`src/shared/hfr_pkg.sv`:
```
// Package for the auto-calibration and feedback register slice.
// Assumes one clock domain and an internal register port behind the
// serial control bus slave.
package hfr_pkg;
  // Register offsets on the internal register port
  localparam logic [7:0] HFR_COMP_OFS   = 8'h18;
  localparam logic [7:0] HFR_BEMF_OFS   = 8'h19;
  localparam logic [7:0] HFR_FBCTL_OFS  = 8'h1a;
  // Values after reset
  localparam logic [7:0] HFR_COMP_RST   = 8'h0c;
  localparam logic [7:0] HFR_BEMF_RST   = 8'h6f;
  localparam logic [7:0] HFR_FBCTL_RST  = 8'h36;
  // Feedback control field positions
  localparam int HFR_TYPE_BIT   = 7;
  localparam int HFR_BRAKE_LSB  = 4;
  localparam int HFR_LOOP_LSB   = 2;
  localparam int HFR_AMP_LSB    = 0;
  // Full-scale code and back-EMF reference in millivolts
  localparam logic [8:0]  HFR_FULL_CODE = 9'h0ff;
  localparam logic [31:0] HFR_BEMF_REF_MV = 32'h000004c4; // 1220 mV
  // Numerator turning measured impedance into a compensation code
  localparam logic [15:0] HFR_COMP_SCALE = 16'h0bf4;
  // Numerator turning back-EMF level (mV) into feedback gain
  localparam logic [19:0] HFR_FB_SCALE   = 20'h3e800;
  // Back-EMF amplifier gain per code in thousandths, ERM then LRA
  localparam logic [11:0] HFR_AMP_ERM0 = 12'h0ff;  // 0.255x
  localparam logic [11:0] HFR_AMP_ERM1 = 12'h314;  // 0.788x
  localparam logic [11:0] HFR_AMP_ERM2 = 12'h3e8;
  localparam logic [11:0] HFR_AMP_ERM3 = 12'h7d0;
  localparam logic [11:0] HFR_AMP_LRA0 = 12'h3e8;
  localparam logic [11:0] HFR_AMP_LRA1 = 12'h7d0;
  localparam logic [11:0] HFR_AMP_LRA2 = 12'hbb8;
  localparam logic [11:0] HFR_AMP_LRA3 = 12'hfa0;

  typedef enum {HFR_ERM, HFR_LRA} hfr_actuator_t;

  // Feedback control register layout
  typedef struct packed {
    logic       actuator_type_select;
    logic [2:0] brake_gain_ratio;
    logic [1:0] loop_gain;
    logic [1:0] back_emf_amp_gain;
  } hfr_fbctl_t;

  // Result of one calibration run
  typedef struct packed {
    logic       done;
    logic [7:0] impedance;
    logic [7:0] back_emf;
    logic [1:0] amp_gain;
  } hfr_cal_t;
endpackage

```
`src/logic/hfr_regs.sv`:
```
// Auto-calibration result and feedback control registers of the driver.
// Assumes the bus slave presents single-cycle read and write strobes on
// MCLK, and the calibration engine pulses its done flag on MCLK.
`timescale 1ns/1ps
module hfr_regs (
  input  wire logic              MCLK,         // System clock, 50 MHz
  input  wire logic              RESETN,       // Async reset, low
  input  wire logic [7:0]        REG_ADDR,     // Register offset
  input  wire logic              REG_WR,       // Write strobe, one cycle
  input  wire logic              REG_RD,       // Read strobe, one cycle
  input  wire logic [7:0]        REG_WDATA,    // Write data
  output logic [7:0]             REG_RDATA,    // Read data, next cycle
  input  wire hfr_pkg::hfr_cal_t CAL,          // Calibration result
  input  wire logic [7:0]        DRIVE_GAIN,   // Playback drive gain
  output logic [8:0]             SCALED_GAIN,  // Compensated drive gain
  output logic [15:0]            BEMF_MV,      // Rated back-EMF in mV
  output logic [7:0]             FB_GAIN,      // Driving feedback gain
  output logic [11:0]            BRAKE_GAIN,   // Braking feedback gain
  output logic                   LRA_MODE,     // Actuator is LRA
  output logic [1:0]             LOOP_GAIN     // Loop gain select
);
  import hfr_pkg::*;

  logic [7:0]  comp_reg;
  logic [7:0]  comp_next;
  logic [7:0]  bemf_reg;
  logic [7:0]  bemf_next;
  hfr_fbctl_t  fbctl_reg;
  hfr_fbctl_t  fbctl_next;
  logic [7:0]  rdata_next;

  // Address decode
  wire sel_comp  = (REG_ADDR == HFR_COMP_OFS);
  wire sel_bemf  = (REG_ADDR == HFR_BEMF_OFS);
  wire sel_fbctl = (REG_ADDR == HFR_FBCTL_OFS);
  wire wr_comp   = REG_WR && sel_comp;
  wire wr_bemf   = REG_WR && sel_bemf;
  wire wr_fbctl  = REG_WR && sel_fbctl;

  // Compensation from impedance; a zero reading saturates rather
  // than dividing by zero
  wire [15:0] comp_q    = (CAL.impedance == 8'h00) ? 16'hffff :
                          HFR_COMP_SCALE / {8'h00, CAL.impedance};
  wire [7:0]  comp_calc = (comp_q > 16'h00ff) ? 8'hff : comp_q[7:0];

  // Calibration wins a same-cycle collision with a host write, since
  // its result reflects the actuator actually fitted
  assign comp_next = CAL.done ? comp_calc :
                     wr_comp  ? REG_WDATA : comp_reg;
  assign bemf_next = CAL.done ? CAL.back_emf :
                     wr_bemf  ? REG_WDATA : bemf_reg;

  // Host sets type, ratio, loop gain and amp gain; calibration overrides amp gain
  always_comb begin
    fbctl_next = fbctl_reg;
    if (wr_fbctl) begin
      fbctl_next = hfr_fbctl_t'(REG_WDATA);
    end
    if (CAL.done) begin
      fbctl_next.back_emf_amp_gain = CAL.amp_gain;
    end
  end

  // Read mux; unmapped offsets read as zero
  assign rdata_next = sel_comp  ? comp_reg :
                      sel_bemf  ? bemf_reg :
                      sel_fbctl ? 8'(fbctl_reg) : 8'h00;

  // Register storage
  always_ff @(posedge MCLK or negedge RESETN) begin
    if (!RESETN) begin
      comp_reg  <= HFR_COMP_RST;
      bemf_reg  <= HFR_BEMF_RST;
      fbctl_reg <= hfr_fbctl_t'(HFR_FBCTL_RST);
    end else begin
      comp_reg  <= comp_next;
      bemf_reg  <= bemf_next;
      fbctl_reg <= fbctl_next;
    end
  end

  // Read data holds until the next read strobe
  always_ff @(posedge MCLK or negedge RESETN) begin
    if (!RESETN) begin
      REG_RDATA <= 8'h00;
    end else if (REG_RD) begin
      REG_RDATA <= rdata_next;
    end
  end

  // Mode outputs straight from stored fields
  assign LRA_MODE  = fbctl_reg.actuator_type_select;
  assign LOOP_GAIN = fbctl_reg.loop_gain;

  // Gain arithmetic on the stored results
  hfr_gain_calc u_hfr_gain_calc (
    .MCLK       (MCLK),
    .RESETN     (RESETN),
    .DRIVE_GAIN (DRIVE_GAIN),
    .COMP       (comp_reg),
    .BEMF       (bemf_reg),
    .FBCTL      (fbctl_reg),
    .SCALED     (SCALED_GAIN),
    .BEMF_MV    (BEMF_MV),
    .FB_GAIN    (FB_GAIN),
    .BRAKE_GAIN (BRAKE_GAIN)
  );
endmodule

```
`src/logic/hfr_gain_calc.sv`:
```
// Gain arithmetic for playback and closed-loop drive.
// Assumes its inputs are register values on the same clock.
`timescale 1ns/1ps
module hfr_gain_calc (
  input  wire logic              MCLK,       // System clock
  input  wire logic              RESETN,     // Async reset, low
  input  wire logic [7:0]        DRIVE_GAIN, // Raw drive gain
  input  wire logic [7:0]        COMP,       // Compensation code
  input  wire logic [7:0]        BEMF,       // Rated back-EMF code
  input  wire hfr_pkg::hfr_fbctl_t FBCTL,    // Feedback control fields
  output logic [8:0]             SCALED,     // Compensated drive gain
  output logic [15:0]            BEMF_MV,    // Back-EMF level in mV
  output logic [7:0]             FB_GAIN,    // Driving feedback gain
  output logic [11:0]            BRAKE_GAIN  // Braking feedback gain
);
  import hfr_pkg::*;

  // Drive gain times (1 + comp/255)
  wire [16:0] prod_w   = DRIVE_GAIN * (HFR_FULL_CODE + {1'b0, COMP});
  wire [8:0]  scaled_w = 9'(prod_w / 17'(HFR_FULL_CODE));

  // Amplifier gain in thousandths depends on actuator type
  wire [11:0] amp_erm = (FBCTL.back_emf_amp_gain == 2'd0) ? HFR_AMP_ERM0 :
                        (FBCTL.back_emf_amp_gain == 2'd1) ? HFR_AMP_ERM1 :
                        (FBCTL.back_emf_amp_gain == 2'd2) ? HFR_AMP_ERM2 :
                        HFR_AMP_ERM3;
  wire [11:0] amp_lra = (FBCTL.back_emf_amp_gain == 2'd0) ? HFR_AMP_LRA0 :
                        (FBCTL.back_emf_amp_gain == 2'd1) ? HFR_AMP_LRA1 :
                        (FBCTL.back_emf_amp_gain == 2'd2) ? HFR_AMP_LRA2 :
                        HFR_AMP_LRA3;
  wire [11:0] amp_w   = FBCTL.actuator_type_select ? amp_lra : amp_erm;

  // Level = code/255 * 1.22 V / amp gain
  wire [31:0] num_w   = {24'h0, BEMF} * HFR_BEMF_REF_MV * 32'd1000;
  wire [31:0] den_w   = 32'(amp_w) * 32'(HFR_FULL_CODE);
  wire [15:0] mv_w    = 16'(num_w / den_w);

  // Weaker back-EMF needs more loop gain, so gain is inverse
  wire [19:0] fbq_w   = (mv_w == 16'h0) ? 20'hfffff :
                        HFR_FB_SCALE / 20'(mv_w);
  wire [7:0]  fb_w    = (fbq_w > 20'h000ff) ? 8'hff : fbq_w[7:0];

  // Brake to drive ratio; code 7 turns braking off
  wire [4:0]  mult_w  = (FBCTL.brake_gain_ratio == 3'd0) ? 5'd1 :
                        (FBCTL.brake_gain_ratio == 3'd1) ? 5'd2 :
                        (FBCTL.brake_gain_ratio == 3'd2) ? 5'd3 :
                        (FBCTL.brake_gain_ratio == 3'd3) ? 5'd4 :
                        (FBCTL.brake_gain_ratio == 3'd4) ? 5'd6 :
                        (FBCTL.brake_gain_ratio == 3'd5) ? 5'd8 :
                        (FBCTL.brake_gain_ratio == 3'd6) ? 5'd16 : 5'd0;
  wire [11:0] brake_w = 12'(fb_w * mult_w);

  // Outputs registered so downstream drive logic sees stable values
  always_ff @(posedge MCLK or negedge RESETN) begin
    if (!RESETN) begin
      SCALED     <= 9'h000;
      BEMF_MV    <= 16'h0000;
      FB_GAIN    <= 8'h00;
      BRAKE_GAIN <= 12'h000;
    end else begin
      SCALED     <= scaled_w;
      BEMF_MV    <= mv_w;
      FB_GAIN    <= fb_w;
      BRAKE_GAIN <= brake_w;
    end
  end
endmodule

```
`config.mk`:
```
export PLATFORM = sky130hd
export DESIGN_NAME = hfr_regs
export DESIGN_NICKNAME = d
export VERILOG_FILES = /design/src/shared/hfr_pkg.sv /design/src/logic/hfr_regs.sv /design/src/logic/hfr_gain_calc.sv
export SDC_FILE = /design/constraint.sdc
export NUM_CORES = 2
export LEC_CHECK = 0
export ABC_AREA = 1
export BUFFER_PORTS_ARGS = -buffer_cell sky130_fd_sc_hd__buf_2
export CAP_MARGIN = 40
export CORE_MARGIN = 3
export CORE_UTILIZATION = 50
export DETAILED_ROUTE_END_ITERATION = 16
export PLACE_DENSITY = 0.77
export SLEW_MARGIN = 20
export SYNTH_ARGS = -nofsm -noshare
export SYNTH_HDL_FRONTEND = slang
export SYNTH_HIERARCHICAL = 1
export SYNTH_SLANG_ARGS = --single-unit
export TNS_END_PERCENT = 50
```
`constraint.sdc`:
```
create_clock -name MCLK -period 144.9 [get_ports MCLK]
set_input_delay 14.49 -clock MCLK [delete_from_list [all_inputs] [get_ports MCLK]]
set_output_delay 14.49 -clock MCLK [all_outputs]
set_load 0.02 [all_outputs]
```
==> run_results.csv <==
group,metric,value,unit
route,routedWlPerCell,17.22,um
logic_synthesis,yosysWarnings,6,
setup_path,crit_arrival,104.84,ns
setup_path,cp-start-kind,"flop",
floorplan,die_h,344.6,um
logic_synthesis,synth-seq-area-share,0.03387,
layout,reg_top3,"u_hfr_gain_calc/BEMF_MV x16, u_hfr_gain_calc/BRAKE_GAIN x12, u_hfr_gain_calc/SCALED x9",
global_routing,busiest_layer,"met2",
route,num_vias,60500,
floorplan,dieArea,0.1188,mm^2
clocking,clk_pin_slew,0.07,ns
logic_synthesis,yosysTopAreaCell,"ha_1",
floorplan,core_region_area,0.1131,mm^2
logic_synthesis,syn_avg_cell_area,6.248,um^2
clocking,cts_post_setup_buffers_inserted,0,
clocking,ctsHtreeMaxLevel,3,
clocking,worstSkewPairLatency,0.44,ns
setup_path,path_class,"reg -> reg",
route,ant_nets,0,
setup_path,crit_fanout,39,
clocking,cts_tree,"done",
sta,maxSlewHeadroom,0.3838,
sta,fin_skew,0.03373,ns
route,vias_per_cell,5.650,
sta,hold_viol_final,0,
layout,diodes,0,
worst_hold_path,min_to,"REG_RDATA[4]$_DFFE_PN0P_",
placed_design,hpwl,151.0,mm
route,drc,0,
sta,slew_violations,0,
run_status,status,"completed",
placed_design,port_buffers,102,
route,drtPass1Iterations,6,
clocking,ctsLongestPathBuffers,2,
global_routing,met3_usage,0.03455,
sta,worst-slew-pin-transition,0.9172,ns
clocking,cts_root_buf,"clkbuf_16",
global_routing,use_met2,0.5164,
layout,drive_gt1_frac,0.1069,
floorplan,initial_core_util,0.5069,
layout,area_growth,3.420,%
logic_synthesis,yosysMostFrequentCell,"nand2_1",
sta,fin_setup_tns,0,ns
setup_path,reg2reg_slack,40.35,ns
clocking,cts-resized-gates,0,
clocking,cts_buffers,9,
global_routing,gr-total-overflow,0,
logic_synthesis,synth_edf_count,0,
job,drv_cap,0,
floorplan,ios,103,
global_routing,met1_usage,0.3921,
sta,period_minus_slack,104.55,ns
logic_synthesis,synth-async-reset-ratio,1.000,
worst_hold_path,whs_path_depth,1,
worst_hold_path,worstHoldStart,"REG_RDATA[4]$_DFFE_PN0P_",
setup_path,cpMostUsedCell,"nand2_1",
setup_path,critPathMaxStageDelay,0.76,ns
global_routing,track_usage,0.3033,
setup_path,r2r-end,"u_hfr_gain_calc/BRAKE_GAIN[11]$_DFF_PN0_",
layout,nets,10240,
setup_path,reg2regPathDepth,567,
clocking,holdBufCountCts,0,
setup_path,slowest_stage,"dfstp_2",
logic_synthesis,ys_ff_latch,77,
setup_path,crit_path_end_kind,"flop",
logic_synthesis,yosysTopAreaCellShare,0.1840,
logic_synthesis,syn_area,0.05733,mm^2
clocking,cts.sinks,77,
layout,largest_reg_flops,16,
sta,rsz0062_at_grt,"no",
global_routing,grt_pass1_vias,57600,
global_routing,grt_max_degree,42,
logic_synthesis,synth_common_cells,"nand2_1, inv_1, ha_1, nor2_1, a21oi_1",
sta,setup_viol,0,
setup_path,r2r_start,"bemf_reg[0]$_DFFE_PN1P_",
placed_design,gp_congestion,1.007,
global_routing,grt_pass1_wl,293.9,mm
route,totalWireLength,184.5,mm
worst_hold_path,min_path_type,"reg -> reg",
floorplan,placementRows,123,
logic_synthesis,synthCells,9177,
logic_synthesis,synth-main-ff-cell,"dfrtp_1",
sta,fin_crit_sh,0.7215,
floorplan,die_w,344.6,um
sta,clock.fmax,0.009565,GHz
logic_synthesis,synth.distinct_cells,113,
route,first_iter_violations,5054,
setup_path,cp.required,145.19,ns
layout,top_register,"u_hfr_gain_calc/BEMF_MV",
global_routing,antenna_found_initial,5,
logic_synthesis,yosys-top-cells-area,"ha_1, nand2_1, inv_1",
## cells by family (layout without fill, tap and decap cells)
family,after synthesis,in the layout,synth area share
fa+ha+maj,985,985,0.2336
compound gates,1667,1667,0.1671
simple gates,4315,4315,0.3554
flops,77,77,0.03387
mux,15,15,0.002924
other cells,1,3,0.00006541
buf+inv,1498,1528,0.1122
xor+xnor,619,619,0.09489
## critical path, delay by kind of cell (launching register included)
family,cells,cell delay (ns)
buffers and inverters,93,16.28
flip-flops,1,0.76
AND/OR/NAND/NOR,244,34.43
XOR/XNOR,5,0.86
AO/OA/AOI/OAI,171,32.06
adder cells (fa/ha/maj),54,19.53
## worst max-delay path by stage
| stage | start | depth (start not counted) | slack (ns) | end |
|---|---|---|---|---|
| floorplan | bemf_reg[0]$_DFFE_PN1P_ | 957 | 57.57 | u_hfr_gain_calc/BRAKE_GAIN[11]$_DFF_PN0_ |
| global route | bemf_reg[0]$_DFFE_PN1P_ | 750 | 30.13 | u_hfr_gain_calc/BRAKE_GAIN[11]$_DFF_PN0_ |
| global placement | bemf_reg[0]$_DFFE_PN1P_ | 569 | 43.80 | u_hfr_gain_calc/BRAKE_GAIN[11]$_DFF_PN0_ |
| finish | bemf_reg[0]$_DFFE_PN1P_ | 567 | 40.35 | u_hfr_gain_calc/BRAKE_GAIN[11]$_DFF_PN0_ |
| CTS | bemf_reg[0]$_DFFE_PN1P_ | 572 | 42.09 | u_hfr_gain_calc/BRAKE_GAIN[11]$_DFF_PN0_ |
| detailed placement | bemf_reg[0]$_DFFE_PN1P_ | 573 | 42.39 | u_hfr_gain_calc/BRAKE_GAIN[11]$_DFF_PN0_ |
## through the flow
step | cell area, um^2 | hold WS, ns | setup WS, ns | cells | utilization
finish | 59290 | 0.5109 | 40.35 | 10710 | 0.5242
global route | 59290 | 0.5408 | 30.13 | 10710 | 0.5242
CTS | 59280 | 0.5137 | 42.09 | 10710 | 0.5240
detailed placement | 58980 | 0.4918 | 42.39 | 10690 | 0.5214
global placement | 58910 | 0.4924 | 43.80 | 10690 | 0.5208
floorplan | 57340 | 0.5037 | 57.57 | 9179 | -
## cells in the final DEF (no fill, tap or decap), drive strengths merged, types with 11 or more instances in the layout
cell type / Yosys / layout
dfrtp: 65 / 65
o211ai: 28 / 28
nand3b: 32 / 32
nor3: 110 / 110
nor2: 875 / 875
nand3: 519 / 519
inv: 1340 / 1344
buf: 62 / 141
nor4: 30 / 30
dfstp: 12 / 12
a21o: 34 / 34
a31oi: 50 / 50
and2: 11 / 11
clkbuf: 65 / 11
o21bai: 59 / 59
ha: 843 / 843
xor2: 333 / 333
xnor2: 286 / 286
clkinv: 26 / 28
or2: 95 / 95
mux2: 14 / 14
a211oi: 29 / 29
nand2: 2516 / 2516
o21a: 38 / 38
a21boi: 13 / 13
o21ai: 600 / 600
o31ai: 38 / 38
nand4: 113 / 113
fa: 142 / 142
a21oi: 716 / 716
## metal layers
layer / wire length [um] / part of all wire
met3: 12940 / 0.070
met1: 79870 / 0.43
met2: 84240 / 0.46
met5: 23 / 0.00012
met4: 7375 / 0.040
## final cells by class
class                           instances  area, um^2
Inverter                             1369        5256
Timing Repair Buffer                  143       863.3
Fill cell                           11510       53820
Clock inverter                          7       72.57
Multi-Input combinational cell       7604       49060
Sequential cell                        77        1942
Clock buffer                            9       225.2
Tap cell                             1500        1877
Power is not shown: default switching activity piles up to over one toggle a cycle in this logic, so the estimate is an artifact.
